<file path="config.mk">
export PLATFORM = sky130hd
export DESIGN_NAME = digital_io_conditioning
export DESIGN_NICKNAME = d
export VERILOG_FILES = /design/src/rtl/dio_pkg.sv /design/src/rtl/digital_io_conditioning.sv
export VERILOG_INCLUDE_DIRS = /design/src /design/src/rtl
export SDC_FILE = /design/constraint.sdc
export NUM_CORES = 2
export LEC_CHECK = 0
export BUFFER_PORTS_ARGS = -buffer_cell sky130_fd_sc_hd__buf_2
export CORE_ASPECT_RATIO = 0.5
export CORE_MARGIN = 2
export CORE_UTILIZATION = 45
export CTS_BUF_LIST = sky130_fd_sc_hd__clkbuf_8
export DETAILED_ROUTE_END_ITERATION = 10
export MAX_ROUTING_LAYER = met4
export PLACE_DENSITY_LB_ADDON = 0.12
export SLEW_MARGIN = 20
export SYNTH_ARGS = -nofsm -noshare
export SYNTH_HDL_FRONTEND = slang
export SYNTH_SLANG_ARGS = --single-unit
</file>
<file path="constraint.sdc">
create_clock -name core_clk_i -period 23.5 [get_ports core_clk_i]
set_input_delay 2.35 -clock core_clk_i [delete_from_list [all_inputs] [get_ports core_clk_i]]
set_output_delay 2.35 -clock core_clk_i [all_outputs]
set_load 0.05 [all_outputs]
</file>
<file path="src/rtl/dio_cfg.svh">
// Summary of operation
// - Inputs are sampled once per millisecond tick; shorter level changes are seen only if they span a sample point.
// - Enable mask bits 0,1,2 are negative limit, positive limit, home for inputs 1-3.
// - Enable bit one turns a special function on; level bits 16-31 ignore the mask.
// - Invert bit zero passes the pin level; invert bit one reverses it.
// - A set force-enable bit replaces the sampled input with its force-value bit.
// - Force-value bits give the level, before the invert bit is applied, of each forced input.
// - Raw-value register shows sampled levels untouched by inversion, forcing or routing.
// - Threshold-select bit n picks input n+1 threshold: zero low, one high.
// - Each per-input register bit affects only the input at its position.
// - Image bit 0 carries negative-limit result; bit 16 the computed level of input 1.
// - Writing one to routing enable makes each image bit follow a selectable source.
// - In routing mode the enable, invert and force registers have no effect.
// - Entering routing loads selectors so inputs behave exactly as before.
// - Route selector n chooses the source for image bit n minus one.
// - Top code bit selects the inverted source; 80 is constant one.
// - Physical output k follows output image bit fifteen plus k.
// - Only output special-function bit 0 is used; it drives the brake.
// - Output invert clear drives high for image one; set drives low for one.
// - A manual-enable bit makes the output follow the manual-value bit, brake included.
// - Manual-value bits give the level applied to each manually driven output.
// - The first and fifth output configuration entries have no effect.
// - Images hold special bits in 0-15 and level bits in 16-31.
`ifndef DIO_CFG_SVH
`define DIO_CFG_SVH

// ----------------------------------------------------------------------------
// Object addresses
// ----------------------------------------------------------------------------
`define ADR_SF_ENABLE      8'h01
`define ADR_IN_INVERT      8'h02
`define ADR_IN_FORCE_EN    8'h03
`define ADR_IN_FORCE_VAL   8'h04
`define ADR_IN_RAW         8'h05
`define ADR_IN_THRESH      8'h06
`define ADR_IN_ROUTE_EN    8'h08
`define ADR_IN_IMAGE       8'h10
`define ADR_OUT_IMAGE      8'h11
`define ADR_OUT_UNUSED     8'h21
`define ADR_OUT_INVERT     8'h22
`define ADR_OUT_MAN_EN     8'h23
`define ADR_OUT_MAN_VAL    8'h24
`define ADR_OUT_COMPAT     8'h25
`define ADR_ROUTE_BASE     8'h40
`define ADR_ROUTE_LAST     8'h60

// ----------------------------------------------------------------------------
// Field layout and codes
// ----------------------------------------------------------------------------
`define LVL_BASE           16
`define SF_INPUTS          3
`define SRC_INV_BIT        7
`define SRC_ZERO           7'h00
`define SRC_PIN_FIRST      7'h01
`define SRC_PIN_LAST       7'h10
`define SRC_HALL_U         7'h41
`define SRC_HALL_V         7'h42
`define SRC_HALL_W         7'h43
`define SRC_ENC_A          7'h44
`define SRC_ENC_B          7'h45
`define SRC_ENC_I          7'h46
`define CODE_INV           8'h80
`define WORD_RESET         32'h0000_0000
`define SEL_RESET          8'h00

// ----------------------------------------------------------------------------
// Timing
// ----------------------------------------------------------------------------
`define TICK_MS            1
`define CLK_KHZ            250000

`endif

</file>
<file path="src/rtl/dio_pkg.sv">
package dio_pkg;

    // ------------------------------------------------------------------------
    // Object access request
    // ------------------------------------------------------------------------
    typedef struct packed {
        logic        write;
        logic [7:0]  addr;
        logic [31:0] wdata;
    } acc_req_t;

    typedef struct packed {
        logic        ack;
        logic        err;
        logic [31:0] rdata;
    } acc_rsp_t;

    typedef enum logic [1:0] {
        MODE_NORMAL  = 2'b01,
        MODE_ROUTING = 2'b10
    } in_mode_t;

endpackage : dio_pkg

</file>
<file path="src/rtl/digital_io_conditioning.sv">
`timescale 1ns/1ps
`include "dio_cfg.svh"

module digital_io_conditioning #(
    parameter int unsigned TICK_CYCLES = `TICK_MS * `CLK_KHZ
) (
    input  wire logic             core_clk_i,
    input  wire logic             rst_i,
    input  wire logic             acc_valid_i,
    input  wire dio_pkg::acc_req_t acc_req_i,
    output dio_pkg::acc_rsp_t     acc_rsp_o,
    input  wire logic [15:0]      din_i,
    input  wire logic [2:0]       hall_i,
    input  wire logic [2:0]       enc_i,
    output logic [15:0]           thresh_sel_o,
    output logic [15:0]           dout_o,
    output logic [15:0]           dout_oe_n_o,
    output logic                  brake_o,
    output logic                  brake_oe_n_o
);

    // ------------------------------------------------------------------------
    // Millisecond sampling tick
    // ------------------------------------------------------------------------
    logic [31:0] tick_cnt_q;
    logic        tick_q;

    always_ff @(posedge core_clk_i or posedge rst_i) begin
        if (rst_i) begin
            tick_cnt_q <= 32'h0000_0000;
            tick_q     <= 1'b0;
        end else if (tick_cnt_q == TICK_CYCLES - 1) begin
            tick_cnt_q <= 32'h0000_0000;
            tick_q     <= 1'b1;
        end else begin
            tick_cnt_q <= tick_cnt_q + 32'h0000_0001;
            tick_q     <= 1'b0;
        end
    end

    // Pins are only looked at on the tick, so a pulse shorter than a tick is
    // missed unless it happens to straddle a sample point.
    logic [15:0] raw_q;
    logic [2:0]  hall_q;
    logic [2:0]  enc_q;

    always_ff @(posedge core_clk_i or posedge rst_i) begin
        if (rst_i) begin
            raw_q  <= 16'h0000;
            hall_q <= 3'h0;
            enc_q  <= 3'h0;
        end else if (tick_q) begin
            raw_q  <= din_i;
            hall_q <= hall_i;
            enc_q  <= enc_i;
        end
    end

    // ------------------------------------------------------------------------
    // Configuration objects
    // ------------------------------------------------------------------------
    logic [31:0] sf_en_q, in_inv_q, force_en_q, force_val_q, thresh_q;
    logic [31:0] out_img_q, out_inv_q, man_en_q, man_val_q;
    logic [31:0] in_img_q;
    logic [7:0]  route_en_q;
    logic [7:0]  route_sel_q [32];
    dio_pkg::in_mode_t mode_q;

    logic        wr, rd;
    logic [7:0]  adr;
    logic [31:0] wd;
    assign wr  = acc_valid_i & acc_req_i.write;
    assign rd  = acc_valid_i & ~acc_req_i.write;
    assign adr = acc_req_i.addr;
    assign wd  = acc_req_i.wdata;

    function automatic logic is_route(input logic [7:0] a);
        is_route = (a > `ADR_ROUTE_BASE) && (a <= `ADR_ROUTE_LAST);
    endfunction : is_route

    // Selector code that reproduces the normal path for one level bit.
    function automatic logic [7:0] normal_code(input int unsigned i, input logic fe, input logic fv,
                                               input logic inv);
        logic [7:0] c;
        c = 8'(i + 1);
        if (fe) begin
            normal_code = (fv ^ inv) ? `CODE_INV : {1'b0, `SRC_ZERO};
        end else begin
            normal_code = inv ? (c | `CODE_INV) : c;
        end
    endfunction : normal_code

    always_ff @(posedge core_clk_i or posedge rst_i) begin
        if (rst_i) begin
            sf_en_q     <= `WORD_RESET;
            in_inv_q    <= `WORD_RESET;
            force_en_q  <= `WORD_RESET;
            force_val_q <= `WORD_RESET;
            thresh_q    <= `WORD_RESET;
            out_img_q   <= `WORD_RESET;
            out_inv_q   <= `WORD_RESET;
            man_en_q    <= `WORD_RESET;
            man_val_q   <= `WORD_RESET;
        end else if (wr) begin
            case (adr)
                `ADR_SF_ENABLE:    sf_en_q     <= wd;
                `ADR_IN_INVERT:    in_inv_q    <= wd;
                `ADR_IN_FORCE_EN:  force_en_q  <= wd;
                `ADR_IN_FORCE_VAL: force_val_q <= wd;
                `ADR_IN_THRESH:    thresh_q    <= wd;
                `ADR_OUT_IMAGE:    out_img_q   <= wd;
                `ADR_OUT_INVERT:   out_inv_q   <= wd;
                `ADR_OUT_MAN_EN:   man_en_q    <= wd;
                `ADR_OUT_MAN_VAL:  man_val_q   <= wd;
                default: begin
                end
            endcase
        end
    end

    always_ff @(posedge core_clk_i or posedge rst_i) begin
        if (rst_i) begin
            route_en_q <= 8'h00;
            mode_q     <= dio_pkg::MODE_NORMAL;
        end else if (wr && adr == `ADR_IN_ROUTE_EN) begin
            route_en_q <= wd[7:0];
            mode_q     <= (wd[7:0] == 8'h01) ? dio_pkg::MODE_ROUTING : dio_pkg::MODE_NORMAL;
        end
    end

    // Entering routing mode overwrites every selector so the image does not
    // jump; software that toggles modes loses its own selector settings.
    logic enter_route;
    assign enter_route = wr && adr == `ADR_IN_ROUTE_EN && wd[7:0] == 8'h01 &&
                         mode_q != dio_pkg::MODE_ROUTING;

    generate
        for (genvar n = 0; n < 32; n++) begin : g_sel
            // Special and level selectors of one input copy the same path, so both use its index.
            localparam int unsigned SRC_IDX = n % `LVL_BASE;
            always_ff @(posedge core_clk_i or posedge rst_i) begin
                if (rst_i) begin
                    route_sel_q[n] <= `SEL_RESET;
                end else if (enter_route) begin
                    if (n >= `LVL_BASE || (n < `SF_INPUTS && sf_en_q[SRC_IDX])) begin
                        route_sel_q[n] <= normal_code(SRC_IDX, force_en_q[SRC_IDX], force_val_q[SRC_IDX],
                                                      in_inv_q[SRC_IDX]);
                    end else begin
                        route_sel_q[n] <= `SEL_RESET;
                    end
                end else if (wr && adr == `ADR_ROUTE_BASE + 8'(n + 1)) begin
                    route_sel_q[n] <= wd[7:0];
                end
            end
        end
    endgenerate

    // ------------------------------------------------------------------------
    // Input image
    // ------------------------------------------------------------------------
    function automatic logic route_src(input logic [7:0] code, input logic [15:0] pins,
                                       input logic [2:0] hall, input logic [2:0] enc);
        logic [6:0] s;
        logic       v;
        s = code[6:0];
        v = 1'b0;
        if (s >= `SRC_PIN_FIRST && s <= `SRC_PIN_LAST) begin
            v = pins[4'(s - `SRC_PIN_FIRST)];
        end else begin
            case (s)
                `SRC_HALL_U: v = hall[0];
                `SRC_HALL_V: v = hall[1];
                `SRC_HALL_W: v = hall[2];
                `SRC_ENC_A:  v = enc[0];
                `SRC_ENC_B:  v = enc[1];
                `SRC_ENC_I:  v = enc[2];
                default:     v = 1'b0;
            endcase
        end
        route_src = v ^ code[`SRC_INV_BIT];
    endfunction : route_src

    logic [15:0] lvl;
    logic [31:0] img_d;

    // Forcing comes before inversion, so a forced input still obeys its invert bit.
    generate
        for (genvar i = 0; i < 16; i++) begin : g_lvl
            assign lvl[i] = (force_en_q[i] ? force_val_q[i] : raw_q[i]) ^ in_inv_q[i];
        end
    endgenerate

    generate
        for (genvar n = 0; n < 32; n++) begin : g_img
            logic normal_bit;
            if (n >= `LVL_BASE) begin : g_level
                assign normal_bit = lvl[n - `LVL_BASE];
            end else if (n < `SF_INPUTS) begin : g_special
                assign normal_bit = sf_en_q[n] & lvl[n];
            end else begin : g_spare
                assign normal_bit = 1'b0;
            end
            assign img_d[n] = (mode_q == dio_pkg::MODE_ROUTING) ?
                              route_src(route_sel_q[n], raw_q, hall_q, enc_q) : normal_bit;
        end
    endgenerate

    always_ff @(posedge core_clk_i or posedge rst_i) begin
        if (rst_i) begin
            in_img_q <= `WORD_RESET;
        end else begin
            in_img_q <= img_d;
        end
    end

    // ------------------------------------------------------------------------
    // Outputs
    // ------------------------------------------------------------------------
    function automatic logic out_level(input logic img, input logic inv, input logic me, input logic mv);
        out_level = me ? mv : (img ^ inv);
    endfunction : out_level

    logic [15:0] dout_d;
    logic        brake_d;

    generate
        for (genvar k = 0; k < 16; k++) begin : g_out
            assign dout_d[k] = out_level(out_img_q[k + `LVL_BASE], out_inv_q[k + `LVL_BASE],
                                         man_en_q[k + `LVL_BASE], man_val_q[k + `LVL_BASE]);
        end
    endgenerate

    assign brake_d = out_level(out_img_q[0], out_inv_q[0], man_en_q[0], man_val_q[0]);

    // Open-drain pads: enable is low only while pulling the pin low.
    always_ff @(posedge core_clk_i or posedge rst_i) begin
        if (rst_i) begin
            dout_o       <= 16'h0000;
            dout_oe_n_o  <= 16'hffff;
            brake_o      <= 1'b0;
            brake_oe_n_o <= 1'b1;
            thresh_sel_o <= 16'h0000;
        end else begin
            dout_o       <= dout_d;
            dout_oe_n_o  <= dout_d;
            brake_o      <= brake_d;
            brake_oe_n_o <= brake_d;
            thresh_sel_o <= thresh_q[15:0];
        end
    end

    // ------------------------------------------------------------------------
    // Object read path
    // ------------------------------------------------------------------------
    logic [31:0] rdata_d;
    logic        err_d;

    always_comb begin
        err_d   = 1'b0;
        rdata_d = `WORD_RESET;
        case (adr)
            `ADR_SF_ENABLE:    rdata_d = sf_en_q;
            `ADR_IN_INVERT:    rdata_d = in_inv_q;
            `ADR_IN_FORCE_EN:  rdata_d = force_en_q;
            `ADR_IN_FORCE_VAL: rdata_d = force_val_q;
            `ADR_IN_RAW:       rdata_d = {16'h0000, raw_q};
            `ADR_IN_THRESH:    rdata_d = thresh_q;
            `ADR_IN_ROUTE_EN:  rdata_d = {24'h00_0000, route_en_q};
            `ADR_IN_IMAGE:     rdata_d = in_img_q;
            `ADR_OUT_IMAGE:    rdata_d = out_img_q;
            `ADR_OUT_INVERT:   rdata_d = out_inv_q;
            `ADR_OUT_MAN_EN:   rdata_d = man_en_q;
            `ADR_OUT_MAN_VAL:  rdata_d = man_val_q;
            `ADR_OUT_UNUSED,
            `ADR_OUT_COMPAT:   rdata_d = `WORD_RESET;
            default: begin
                if (is_route(adr)) begin
                    rdata_d = {24'h00_0000, route_sel_q[5'(adr - `ADR_ROUTE_BASE - 8'h01)]};
                end else begin
                    err_d = 1'b1;
                end
            end
        endcase
        if (!rd) begin
            rdata_d = `WORD_RESET;
        end
    end

    always_ff @(posedge core_clk_i or posedge rst_i) begin
        if (rst_i) begin
            acc_rsp_o <= '0;
        end else begin
            acc_rsp_o.ack   <= acc_valid_i;
            acc_rsp_o.err   <= acc_valid_i & err_d;
            acc_rsp_o.rdata <= rdata_d;
        end
    end

endmodule : digital_io_conditioning

</file>
==> flow_summary.ini <==
[pwr]
switching_share = 0.284
power_w = 0.00271
peakVddDrop_v = 0.0000420
intPower_w = 0.00194
power_leakage_nw = 20.8
p_clk_frac = 0.418
seqPwrFrac = 0.488
power_per_cell_area_mw_per_mm2 = 57.3
power_frac_comb = 0.094
p_switching_w = 0.000770

[cts]
clock_latency_ns = 0.85
cts_resized = 0
clockBufferDepth = 3
cts_tree = done
post_cts_buffers = 0
root_buffer = clkbuf_8
clk_pin_slew_worst_paths_ns = 0.08
clock-sinks = 725
cts_hold_buffers = 0
numCtsBuffers = 108
cts_max_level = 3

[floorplanning]
die_x_um = 442
initial_core_util = 0.454
die_height_um = 223
die-area_mm2 = 0.0987
ios = 150
num_rows = 80
core_region_area_mm2 = 0.0953

[synthesis]
synthTopCellsByArea = dfrtp_1 41%, mux4_2 9.6%, mux2_2 8.2%
synthArstFlopShare = 1.00
synth_warnings = 0
synth-edff-count = 0
netlist_area_mm2 = 0.0432
ys_seq_area_frac = 0.420
synth_cells = 3990
synth_cell_type_count = 81
ys.flop_type = dfrtp_1
synth_top_area_cell = dfrtp_1
syn_avg_cell_area_um2 = 10.8
syn-num-nets = 4222
synth_seq_cells = 725
synthDominantCellAreaShare = 0.409

[routing]
wl_per_cell_um = 29.6
vias = 34835
drcViolationCount = 0
drtPass1Iterations = 8
vias_per_cell = 6.49
drt-total-wl_mm = 159
drt_iter0_drc = 4374
final_antenna_net_count = 0

[sta]
skew_ns = 0.0670
max_freq_ghz = 0.195
maxSlewViolCount = 0
period_needed_ns = 5.13
rsz0062_at_grt = no
worst_slack_ns = 18.37
setup_viol_count_final = 0
tns_ns = 0
finalHoldViolations = 0
slew_headroom = 0.201
worstMarginPinSlew_ns = 1.19
min_period_over_period = 0.218

[place]
dp.final_hpwl_mm = 98.7
dpl_cell_area_mm2 = 0.0450
io_buffers = 149
pre_cts_ws_ns = 17.38
gp_congestion = 0.939

[global_routing]
grt_pass1_vias = 33902
antenna_found_initial = 12
grt.overflow.total = 0
grt_max_degree = 168
grt_usage = 0.328
grt_pass1_wl_mm = 233

[run_status]
outcome = finished, final reports clean

[layout]
layout_common_cells = 707 x dfrtp_1, 556 x nand2_1, 315 x mux2_2
drive_above_1_share = 0.243
finalNetCount = 4234
final_area_mm2 = 0.0473
final_common_cell = dfrtp_1
n_fill_cell = 8574
finish.utilization = 0.497
area_delta_synth_final_pct = 9.55

[setup_path]
critPathTopFamily = simple AND/OR/NAND/NOR gates
required_ns = 24.19
crit_type = in2reg
critPathMaxStageDelay_ns = 0.89
worstPathMaxFanout = 46
end_kind = flop
timing.rr.start = raw_q[11]
r2r_setup_slack_ns = 19.98
crit_start = acc_req_i[37]
crit_buf_inv = 2
critPathSlowestCell = or4_4
worstSetupStartpointType = input pin
crit_chain = buf_2, or4_4, nor3_4, and3_4, buf_4, nor2_1, a221o_1
arrival_ns = 5.82

[min_path]
min_from = thresh_q[9]
hp-class = reg2reg

[run]
maxCapViolCount = 0
worst register-to-register path, stage by stage (launching register included):
cell	delay (ns)
dfrtp_1	1.12
buf_4	0.54
mux4_2	0.35
mux2i_1	0.07
mux2i_1	0.15
a22o_1	0.24
mux2i_1	0.87
kinds of logic (layout without fill, tap and decap cells):
group / after synthesis / in the layout / synth area share
mux: 642 / 642 / 0.219
other cells: 0 / 7 / 0
flops: 725 / 725 / 0.420
buf+inv: 439 / 539 / 0.0422
xor+xnor: 143 / 143 / 0.0290
simple gates: 1104 / 1104 / 0.119
compound gates: 771 / 771 / 0.123
fa+ha+maj: 166 / 166 / 0.0481
power groups by stage:
stage	clock network (W)	logic [W]	registers [W]
finish	0.00114	0.000254	0.00132
global route	0.00121	0.000272	0.00133
CTS	0.00116	0.000251	0.00132
detailed placement	0	0.000250	0.00135
global placement	0	0.000246	0.00134
floorplan	0	0.000161	0.00134
state kept, by name, summed over array words and instances (netlist names):
register,count
man_val_q,32
in_inv_q,32
route_sel_q,256
man_en_q,32
tick_cnt_q,32
out_img_q,32
acc_rsp_o,34
dout_o,16
enc_q,3
sf_en_q,32
mode_q,2
dout_oe_n_o,16
force_val_q,32
thresh_q,32
route_en_q,8
raw_q,16
in_img_q,32
out_inv_q,32
hall_q,3
force_en_q,32
brake_o,1
brake_oe_n_o,1
tick_q,1
thresh_sel_o,16
cell type report:
type / instances / area [µm²] / area share
clock inverter: 70 / 532 / 0.0112
clock buffer: 128 / 1760 / 0.0372
antenna: 7 / 17.5 / 0.000370
sequential: 725 / 18200 / 0.384
inverter: 94 / 360 / 0.00761
tap: 1271 / 1590 / 0.0336
timing repair buffer: 247 / 1520 / 0.0321
multi-input combinational: 2826 / 23400 / 0.494
routing by layer:
layer	GRT usage	wire (µm)
met1	0.458	67800
met2	0.457	66900
met3	0.0847	18000
met4	0.127	6260
met5	-	0
final timing paths:
check | endpoint | cells past startpoint
setup / recovery | route_sel_q[95] | 7
hold / removal | thresh_sel_o[9] | 0
setup reg to reg | in_img_q[14] | 6
hold reg to reg | thresh_sel_o[9] | 0
max in group asynchronous | route_sel_q[80] | 4
min in group asynchronous | thresh_sel_o[9] | 2
synth_stat cells, drive strengths merged (7+ instances only):
cell / instances
a211oi: 8
or4b: 15
a22oi: 134
o31ai: 33
mux2: 321
and3: 36
inv: 94
a221o: 38
nor3: 99
o21ai: 196
or3: 22
a32oi: 7
a21oi: 115
xor2: 89
nand2b: 18
dfstp: 18
nor2: 176
o211ai: 16
nand3: 91
mux2i: 117
clkbuf: 244
buf: 100
a21boi: 35
ha: 166
dfrtp: 707
and3b: 8
o21bai: 8
xnor2: 54
nor4: 11
nor4b: 25
a222oi: 36
a22o: 30
mux4: 204
a221oi: 8
a2111oi: 39
a31oi: 29
nand4: 12
nand2: 556
metrics by stage:
step	std cells	hold WS (ns)
2_1_floorplan	3990	0.365
3_3_place_gp	5162	0.419
3_5_place_dp	5162	0.416
4_1_cts	5360	0.443
5_1_grt	5367	0.457
6_report	5368	0.434
No activity file was read; power rests on OpenSTA's default activity.
